File: config.mk
export PLATFORM = sky130hd
export DESIGN_NAME = rto_timer
export DESIGN_NICKNAME = d
export VERILOG_FILES = /design/src/hdl/rto_pkg.sv /design/src/hdl/rto_timer.sv
export SDC_FILE = /design/constraint.sdc
export NUM_CORES = 1
export LEC_CHECK = 0
export ABC_AREA = 1
export CELL_PAD_IN_SITES_DETAIL_PLACEMENT = 1
export CELL_PAD_IN_SITES_GLOBAL_PLACEMENT = 2
export CORE_ASPECT_RATIO = 1.25
export CORE_UTILIZATION = 35
export DETAILED_ROUTE_END_ITERATION = 6
export DONT_BUFFER_PORTS = 1
export GPL_TIMING_DRIVEN = 0
export PLACE_DENSITY_LB_ADDON = 0.1
export REMOVE_ABC_BUFFERS = 1
export SYNTH_ARGS = -nofsm -noshare
export SYNTH_HDL_FRONTEND = slang
export SYNTH_SLANG_ARGS = --single-unit
File: constraint.sdc
create_clock -name clk -period 2.2 [get_ports clk]
set_input_delay 0.11 -clock clk [delete_from_list [all_inputs] [get_ports clk]]
set_output_delay 0.11 -clock clk [all_outputs]
set_load 0.02 [all_outputs]
File: src/hdl/rto_pkg.sv
// Purpose: Constants for the reload timer with one-shot control.
// Assumes: 8-bit registers at byte addresses on a plain strobe port.
// Notes: Tags below mark the logic that carries each behaviour.
// How it works
// - Writing one to the trigger bit fires a one-shot; bit reads zero.
// - Writing one to the halt bit stops one-shot counting; reads zero.
// - Active flag reads one while a one-shot runs, wait period included.
// - Forced stop clears the one-shot active flag.
// - One-shot control acts only in one-shot or delayed one-shot mode.
// - Mode field: timer, waveform, one-shot, delayed one-shot.
// - Write control zero loads reload and counter; one loads reload only.
// - Source field: clock, clock/8, companion underflow, clock/2.
// - Cutoff bit one removes the count source from the counter.
// - Eight-bit prescaler counts the source, reload 00h to FFh.
// - Forced stop loads FFh into the prescaler.
// - Write-only secondary counts in waveform and delayed one-shot modes.
// - In waveform and delayed one-shot modes the counter reloads alternately from primary and secondary.
// - Primary read returns the live count, also in the secondary period.
// - Secondary resets to all ones; forced stop loads FFh too.
// - Output control holds level, switch, trigger enable and polarity.
// - Forced stop returns reloads, start and status flags to reset.
// - In one-shot modes the count status shows an accepted trigger.
package rto_pkg;
    localparam logic [15:0] RTO_CC_ADR = 16'h0108;
    localparam logic [15:0] RTO_OS_ADR = 16'h0109;
    localparam logic [15:0] RTO_IOC_ADR = 16'h010a;
    localparam logic [15:0] RTO_MD_ADR = 16'h010b;
    localparam logic [15:0] RTO_PRE_ADR = 16'h010c;
    localparam logic [15:0] RTO_SEC_ADR = 16'h010d;
    localparam logic [15:0] RTO_PRI_ADR = 16'h010e;
    localparam int RTO_CC_START = 0;
    localparam int RTO_CC_STATUS = 1;
    localparam int RTO_CC_FSTOP = 2;
    localparam int RTO_OS_TRIG = 0;
    localparam int RTO_OS_HALT = 1;
    localparam int RTO_OS_ACTIVE = 2;
    localparam int RTO_IO_LVL = 0;
    localparam int RTO_IO_SW = 1;
    localparam int RTO_IO_TRGEN = 2;
    localparam int RTO_IO_TRGPOL = 3;
    localparam int RTO_MD_WC = 3;
    localparam int RTO_MD_CUT = 7;
    localparam logic [7:0] RTO_IOC_MASK = 8'h0f;
    localparam logic [7:0] RTO_MD_MASK = 8'hbb;
    localparam logic [7:0] RTO_ZERO = 8'h00;
    localparam logic [7:0] RTO_ONES = 8'hff;
    localparam logic [2:0] RTO_DIV8_LAST = 3'h7;
    typedef enum logic [1:0] {
        RTO_MD_TIMER = 2'h0,
        RTO_MD_WAVE = 2'h1,
        RTO_MD_ONESHOT = 2'h2,
        RTO_MD_DELAYED = 2'h3
    } rto_mode_t;
    typedef enum logic [1:0] {
        RTO_SRC_DIV1 = 2'h0,
        RTO_SRC_DIV8 = 2'h1,
        RTO_SRC_COMP = 2'h2,
        RTO_SRC_DIV2 = 2'h3
    } rto_src_t;
    typedef enum logic [1:0] {
        RTO_PH_IDLE = 2'h0,
        RTO_PH_PRI = 2'h1,
        RTO_PH_SEC = 2'h3
    } rto_phase_t;
endpackage : rto_pkg

File: src/hdl/rto_timer.sv
// Purpose: Eight-bit reload timer with prescaler and one-shot control.
// Assumes: Inputs synchronous to clk; one strobe per cycle at most.
// Notes: Read data appear in the cycle after the read strobe.
//
// Chosen here: the plain strobed port.
`timescale 1ns/1ps
module rto_timer
    import rto_pkg::*;
(
    input wire logic clk,
    input wire logic rst_n,
    input wire logic ce,
    input wire logic [15:0] addr,
    input wire logic [7:0] wr_data,
    input wire logic wr_en,
    input wire logic rd_en,
    output logic [7:0] rd_data,
    input wire logic comp_underflow,
    input wire logic trig_in,
    output logic pulse_out,
    output logic underflow_pulse
);

    logic start_r;
    logic cstf_r;
    logic [7:0] ioc_r;
    logic [7:0] mode_r;
    logic [7:0] pre_rld_r;
    logic [7:0] pre_cnt_r;
    logic [7:0] sec_buf_r;
    logic [7:0] sec_rld_r;
    logic [7:0] pri_rld_r;
    logic [7:0] cnt_r;
    logic [7:0] rd_data_r;
    logic [2:0] div_r;
    logic trig_prev_r;
    logic pulse_r;
    logic uf_r;
    rto_phase_t ph_r;

    logic wr_cc;
    logic wr_os;
    logic wr_ioc;
    logic wr_md;
    logic wr_pre;
    logic wr_sec;
    logic wr_pri;
    logic fstop;
    logic osm;
    logic wc;
    logic cut;
    rto_mode_t mode;
    rto_src_t src;
    logic src_tick;
    logic tick;
    logic run;
    logic puf;
    logic cuf;
    logic pin_trig;
    logic sw_trig;
    logic halt;
    logic trig_acc;
    logic os_active;
    logic act;

    assign wr_cc = wr_en && (addr == RTO_CC_ADR);
    assign wr_os = wr_en && (addr == RTO_OS_ADR);
    assign wr_ioc = wr_en && (addr == RTO_IOC_ADR);
    assign wr_md = wr_en && (addr == RTO_MD_ADR);
    assign wr_pre = wr_en && (addr == RTO_PRE_ADR);
    assign wr_sec = wr_en && (addr == RTO_SEC_ADR);
    assign wr_pri = wr_en && (addr == RTO_PRI_ADR);
    assign fstop = wr_cc && wr_data[RTO_CC_FSTOP];

    assign mode = rto_mode_t'(mode_r[1:0]);
    assign src = rto_src_t'(mode_r[5:4]);
    assign wc = mode_r[RTO_MD_WC];
    assign cut = mode_r[RTO_MD_CUT];
    assign osm = mode_r[1];

    // Software registers
    always_ff @(posedge clk) begin
        if (!rst_n) begin
            start_r <= 1'b0;
            ioc_r <= RTO_ZERO;
            mode_r <= RTO_ZERO;
            pre_rld_r <= RTO_ONES;
            sec_buf_r <= RTO_ONES;
            sec_rld_r <= RTO_ONES;
            pri_rld_r <= RTO_ONES;
        end else if (ce) begin
            if (fstop) begin
                start_r <= 1'b0;
                pre_rld_r <= RTO_ONES;
                sec_buf_r <= RTO_ONES;
                sec_rld_r <= RTO_ONES;
                pri_rld_r <= RTO_ONES;
            end else begin
                if (wr_cc) begin
                    start_r <= wr_data[RTO_CC_START];
                end
                if (wr_pre) begin
                    pre_rld_r <= wr_data;
                end
                if (wr_sec) begin
                    sec_buf_r <= wr_data;
                end
                // Secondary only takes hold with the primary write
                if (wr_pri) begin
                    pri_rld_r <= wr_data;
                    sec_rld_r <= sec_buf_r;
                end
            end
            if (wr_ioc) begin
                ioc_r <= wr_data & RTO_IOC_MASK;
            end
            if (wr_md) begin
                mode_r <= wr_data & RTO_MD_MASK;
            end
        end
    end

    // Count source; the divider runs free so f/2 and f/8 keep phase
    always_ff @(posedge clk) begin
        if (!rst_n) begin
            div_r <= 3'h0;
        end else if (ce) begin
            div_r <= div_r + 3'h1;
        end
    end

    always_comb begin
        case (src)
            RTO_SRC_DIV1: src_tick = 1'b1;
            RTO_SRC_DIV8: src_tick = (div_r == RTO_DIV8_LAST);
            RTO_SRC_COMP: src_tick = comp_underflow;
            RTO_SRC_DIV2: src_tick = div_r[0];
            default: src_tick = 1'b0;
        endcase
    end

    assign tick = src_tick && !cut;
    assign run = start_r && (ph_r != RTO_PH_IDLE) && tick;
    assign puf = run && (pre_cnt_r == RTO_ZERO);
    assign cuf = puf && (cnt_r == RTO_ZERO);

    // One-shot trigger sources
    always_ff @(posedge clk) begin
        if (!rst_n) begin
            trig_prev_r <= 1'b0;
        end else if (ce) begin
            trig_prev_r <= trig_in;
        end
    end

    assign pin_trig = ioc_r[RTO_IO_TRGEN] && (ioc_r[RTO_IO_TRGPOL] ?
        (trig_in && !trig_prev_r) : (!trig_in && trig_prev_r));
    assign sw_trig = wr_os && wr_data[RTO_OS_TRIG] && osm;
    assign halt = wr_os && wr_data[RTO_OS_HALT] && osm;
    // Halt in the same write, or a forced stop, beats the trigger
    assign trig_acc = osm && start_r && (ph_r == RTO_PH_IDLE) &&
        (sw_trig || pin_trig) && !halt && !fstop;
    assign os_active = osm && (ph_r != RTO_PH_IDLE);

    // Prescaler counter
    always_ff @(posedge clk) begin
        if (!rst_n) begin
            pre_cnt_r <= RTO_ONES;
        end else if (ce) begin
            if (fstop) begin
                pre_cnt_r <= RTO_ONES;
            end else if (wr_pre) begin
                pre_cnt_r <= wr_data;
            end else if (halt || puf) begin
                pre_cnt_r <= pre_rld_r;
            end else if (run) begin
                pre_cnt_r <= pre_cnt_r - 8'h01;
            end
        end
    end

    // Main counter and reload phase
    always_ff @(posedge clk) begin
        if (!rst_n) begin
            cnt_r <= RTO_ONES;
            ph_r <= RTO_PH_IDLE;
        end else if (ce) begin
            if (fstop) begin
                cnt_r <= RTO_ONES;
                ph_r <= RTO_PH_IDLE;
            end else begin
                if (halt) begin
                    ph_r <= RTO_PH_IDLE;
                    cnt_r <= pri_rld_r;
                end else if (trig_acc) begin
                    ph_r <= RTO_PH_PRI;
                end else if (!osm && !start_r) begin
                    ph_r <= RTO_PH_IDLE;
                end else if (!osm && (ph_r == RTO_PH_IDLE)) begin
                    ph_r <= RTO_PH_PRI;
                end else if (cuf) begin
                    case (mode)
                        RTO_MD_TIMER: begin
                            cnt_r <= pri_rld_r;
                        end
                        RTO_MD_WAVE: begin
                            if (ph_r == RTO_PH_PRI) begin
                                ph_r <= RTO_PH_SEC;
                                cnt_r <= sec_rld_r;
                            end else begin
                                ph_r <= RTO_PH_PRI;
                                cnt_r <= pri_rld_r;
                            end
                        end
                        RTO_MD_ONESHOT: begin
                            ph_r <= RTO_PH_IDLE;
                            cnt_r <= pri_rld_r;
                        end
                        RTO_MD_DELAYED: begin
                            if (ph_r == RTO_PH_PRI) begin
                                ph_r <= RTO_PH_SEC;
                                cnt_r <= sec_rld_r;
                            end else begin
                                ph_r <= RTO_PH_IDLE;
                                cnt_r <= pri_rld_r;
                            end
                        end
                        default: begin
                            ph_r <= RTO_PH_IDLE;
                        end
                    endcase
                end else if (puf) begin
                    cnt_r <= cnt_r - 8'h01;
                end
                // Reload modes rely on software keeping this bit at one
                if (wr_pri && !wc) begin
                    cnt_r <= wr_data;
                end
            end
        end
    end

    // Count status follows start; in one-shot modes an accepted trigger
    always_ff @(posedge clk) begin
        if (!rst_n) begin
            cstf_r <= 1'b0;
        end else if (ce) begin
            if (fstop) begin
                cstf_r <= 1'b0;
            end else begin
                cstf_r <= start_r && (!osm || trig_acc ||
                    (ph_r != RTO_PH_IDLE));
            end
        end
    end

    always_comb begin
        case (mode)
            RTO_MD_WAVE: act = (ph_r == RTO_PH_PRI);
            RTO_MD_ONESHOT: act = (ph_r == RTO_PH_PRI);
            RTO_MD_DELAYED: act = (ph_r == RTO_PH_SEC);
            default: act = 1'b0;
        endcase
    end

    // Output pin and underflow event
    always_ff @(posedge clk) begin
        if (!rst_n) begin
            pulse_r <= 1'b1;
            uf_r <= 1'b0;
        end else if (ce) begin
            pulse_r <= (act && !ioc_r[RTO_IO_SW]) ~^ ioc_r[RTO_IO_LVL];
            uf_r <= cuf;
        end
    end

    // Read port
    always_ff @(posedge clk) begin
        if (!rst_n) begin
            rd_data_r <= RTO_ZERO;
        end else if (ce) begin
            if (rd_en) begin
                case (addr)
                    RTO_CC_ADR: rd_data_r <= {5'h00, 1'b0, cstf_r, start_r};
                    RTO_OS_ADR: rd_data_r <= {5'h00, os_active, 2'h0};
                    RTO_IOC_ADR: rd_data_r <= ioc_r;
                    RTO_MD_ADR: rd_data_r <= mode_r;
                    RTO_PRE_ADR: rd_data_r <= pre_cnt_r;
                    RTO_PRI_ADR: rd_data_r <= cnt_r;
                    default: rd_data_r <= RTO_ZERO;
                endcase
            end else begin
                rd_data_r <= RTO_ZERO;
            end
        end
    end

    assign rd_data = rd_data_r;
    assign pulse_out = pulse_r;
    assign underflow_pulse = uf_r;
endmodule : rto_timer

==> flow_metrics.tcl <==
set metrics [dict create \
    arrival_ns 2.23 \
    fin_tns_setup_ns 0 \
    yosysSeqAreaShare 0.325 \
    power.total_mw 3.10 \
    setup_viol 0 \
    hp-start "wr_data[2]" \
    nNetsFinal 758 \
    start_kind "flip-flop" \
    critPathMostFrequentCell "nand2_1" \
    finalCriticalPeriod_ns 2.00 \
    ys_top_cells_by_area "dfxtp_1 32%, nand2_1 17%, nand3_1 7.3%, inv_1 6.5%, a21oi_1 5.2%" \
    slew_violations 0 \
    grt_max_degree 56 \
    cts_root_buf "clkbuf_16" \
    grt.total_usage 0.252 \
    hold_class "in2reg" \
    postSynth.asyncResetShare 0 \
    p_per_area_nw_per_um2 590 \
    postLayoutCoreUtil 0.407 \
    ys_ff_latch 76 \
    status "finished clean" \
    die_area_um2 13900 \
    tritoncts "yes" \
    initial_core_util 0.363 \
    synth_common_cells "209 x nand2_1, 81 x inv_1, 76 x dfxtp_1" \
    crit_start "cnt_r[0]" \
    placementRows 46 \
    grt_pass1_wl_mm 27.0 \
    core_area_um2 12900 \
    synth_edf_count 0 \
    rsz0062_at_grt "false" \
    maxCapViolCount 0 \
    antenna_found_initial 0 \
    path_max_fanout 7 \
    drc_errors 0 \
    regToRegStartpoint "cnt_r[0]" \
    setup_slack_ns 0.204 \
    hold_viol_final 0 \
    yosysTopAreaCellShare 0.325 \
    synth_area_um2 4680 \
    slew_headroom 0.430 \
    period_share 0.907 \
    yosysWarnings 0 \
    diodes 0 \
    path_clk_slew_ns 0.06 \
    wl_per_cell_um 18.8 \
    ios 41 \
    skew_ns 0.00481 \
    syn_inst 719 \
    fin_area_um2 5250 \
    critPathRequiredTime_ns 2.44 \
    antenna_left 0 \
    wl_mm 16.7 \
    nFillCells 1680 \
    grt_remaining_overflow 0 \
    htreeDepth 3 \
    worstSetupPathType "reg2reg" \
    globalplace.congestion 0.864 \
    fmax_mhz 501 \
    synth_ff_type "dfxtp_1" \
    post_drt_via_cell_ratio 5.36 \
    syn2layout_area_growth_pct 12.0 \
    port_buffers 0 \
    cts_num_sinks 76 \
    pre_cts_ws_ns -0.517 \
    crit_path_cell_trace "inv_1 > ha_1 > nand2_1 > nor2_2 > nand4_1 > nand2_1 > nand2_1 > nand3_1 > nand3_1 > nand2_1 > nor2_1" \
    die_x_um 105 \
    vias 4773 \
    ir_drop_mv 0.263 \
    postSynthAreaPerCell_um2 6.51 \
    synth_area_leader_cell "dfxtp_1" \
    numCtsBuffers 9 \
    netlist-cell-type-count 40 \
    first_global_vias 4948 \
    yosysMostFrequentCell "nand2_1" \
    dr.pass1.iters 5 \
    clock_latency_ns 0.34 \
    dp_hpwl_mm 12.0 \
    max_stage_delay_ns 0.34 \
    critPathCaptureType "flip-flop" \
    worst_pin_slew_ns 0.854 \
    drive_above_1_share 0.0830 \
    p_leak_nw 2.55 \
    clock_path_buffers 2 \
    crit_slowest_cell "nor2_2" \
    die_h_um 131 \
    postPlaceCellArea_um2 4760 \
    first_iter_violations 305 \
]
-- registers in the layout (all words and copies together), names as in the netlist --
signal	flops
ioc_r	4
mode_r	6
pre_cnt_r	8
start_r	1
cnt_r	8
rd_data	8
cstf_r	1
underflow_pulse	1
pri_rld_r	8
sec_rld_r	8
ph_r	2
div_r	3
pulse_out	1
trig_prev_r	1
sec_buf_r	8
pre_rld_r	8
-- final cells by class --
class / instances / area, µm² / share of cell area
clock buffers: 11 / 253 / 0.0482
clock inverters: 4 / 48.8 / 0.00930
inverters: 87 / 328 / 0.0625
multi-input cells: 531 / 2730 / 0.521
well taps: 168 / 210 / 0.0401
repair buffers: 14 / 153 / 0.0291
flip-flops and latches: 76 / 1520 / 0.290
-- critical path, delay by kind of cell, from the launching register on --
kind                       cells  cell delay, ns
and+or+nand+nor                9            1.21
DFF                            1            0.33
adders and majority gates      1            0.23
buffers and inverters          1            0.12
-- through the flow --
| step | cells | hold WS [ns] |
|---|---|---|
| 3_3_place_gp | 861 | 0.189 |
| 5_1_grt | 891 | 0.0325 |
| 2_1_floorplan | 693 | 0.179 |
| 6_report | 891 | 0.00501 |
| 4_1_cts | 890 | 0.00000244 |
| 3_5_place_dp | 861 | 0.193 |
-- routing by layer --
metal  vias to the layer above  share of wire  global-route usage
met3                        39          0.031              0.0412
met2                       100           0.49               0.435
met4                         0          0.042               0.119
met1                      2269           0.44               0.302
met5                         -              0                   0
li1                       2365              -                   -
-- placed cells by master (no fill, tap or decap), drive strengths merged --
cell type / Yosys / routed
nor4: 2 / 2
ha: 8 / 8
clkbuf: 14 / 11
o21ai: 45 / 45
a21oi: 51 / 51
o2111ai: 2 / 2
buf: 12 / 3
nand4: 14 / 15
or2: 2 / 2
inv: 86 / 86
and2: 1 / 1
nand3: 69 / 69
clkinv: 1 / 4
dfxtp: 76 / 76
a211oi: 1 / 1
xnor2: 3 / 3
nand3b: 4 / 4
o211ai: 28 / 28
nor3: 2 / 2
nand2: 212 / 212
dlygate4sd3: 0 / 11
o22ai: 3 / 3
bufinv: 0 / 1
xor2: 10 / 10
nor2: 69 / 69
o221ai: 3 / 3
a21boi: 1 / 1
-- worst paths after layout --
kind / cells past startpoint / end / slack [ns]
setup / recovery: 11 / ph_r[0] / 0.20
hold / removal: 2 / sec_buf_r[2] / 0.005
setup reg to reg: 11 / ph_r[0] / 0.20
hold reg to reg: 2 / ioc_r[2] / 0.47
-- power breakdown --
part / switching (mW) / total [mW] / internal, mW
Combinational: 0.106 / 0.153 / 0.0478
Sequential: 0.00979 / 1.40 / 1.39
Clock: 0.614 / 1.55 / 0.933
-- repair_timing --
item | CTS | global route
pin swaps | 1 | 2
setup endpoints to repair | 16 | 15
hold buffers | 12 | 0
buffers inserted | 1 | 1
cloned | 1 | 0
resized for setup | 1 | 8
hold endpoints to repair | 68 | 0
-- kinds of logic after synthesis --
group                    after synthesis  share of synthesized area
flip-flops                            76                      0.325
AND/OR/NAND/NOR                      375                      0.357
buffers and inverters                113                     0.0986
adder cells (fa/ha/maj)                8                     0.0214
AO/OA/AOI/OAI                        134                      0.174
XOR/XNOR                              13                     0.0243
Note: power is estimated with default switching activity, not from simulation.
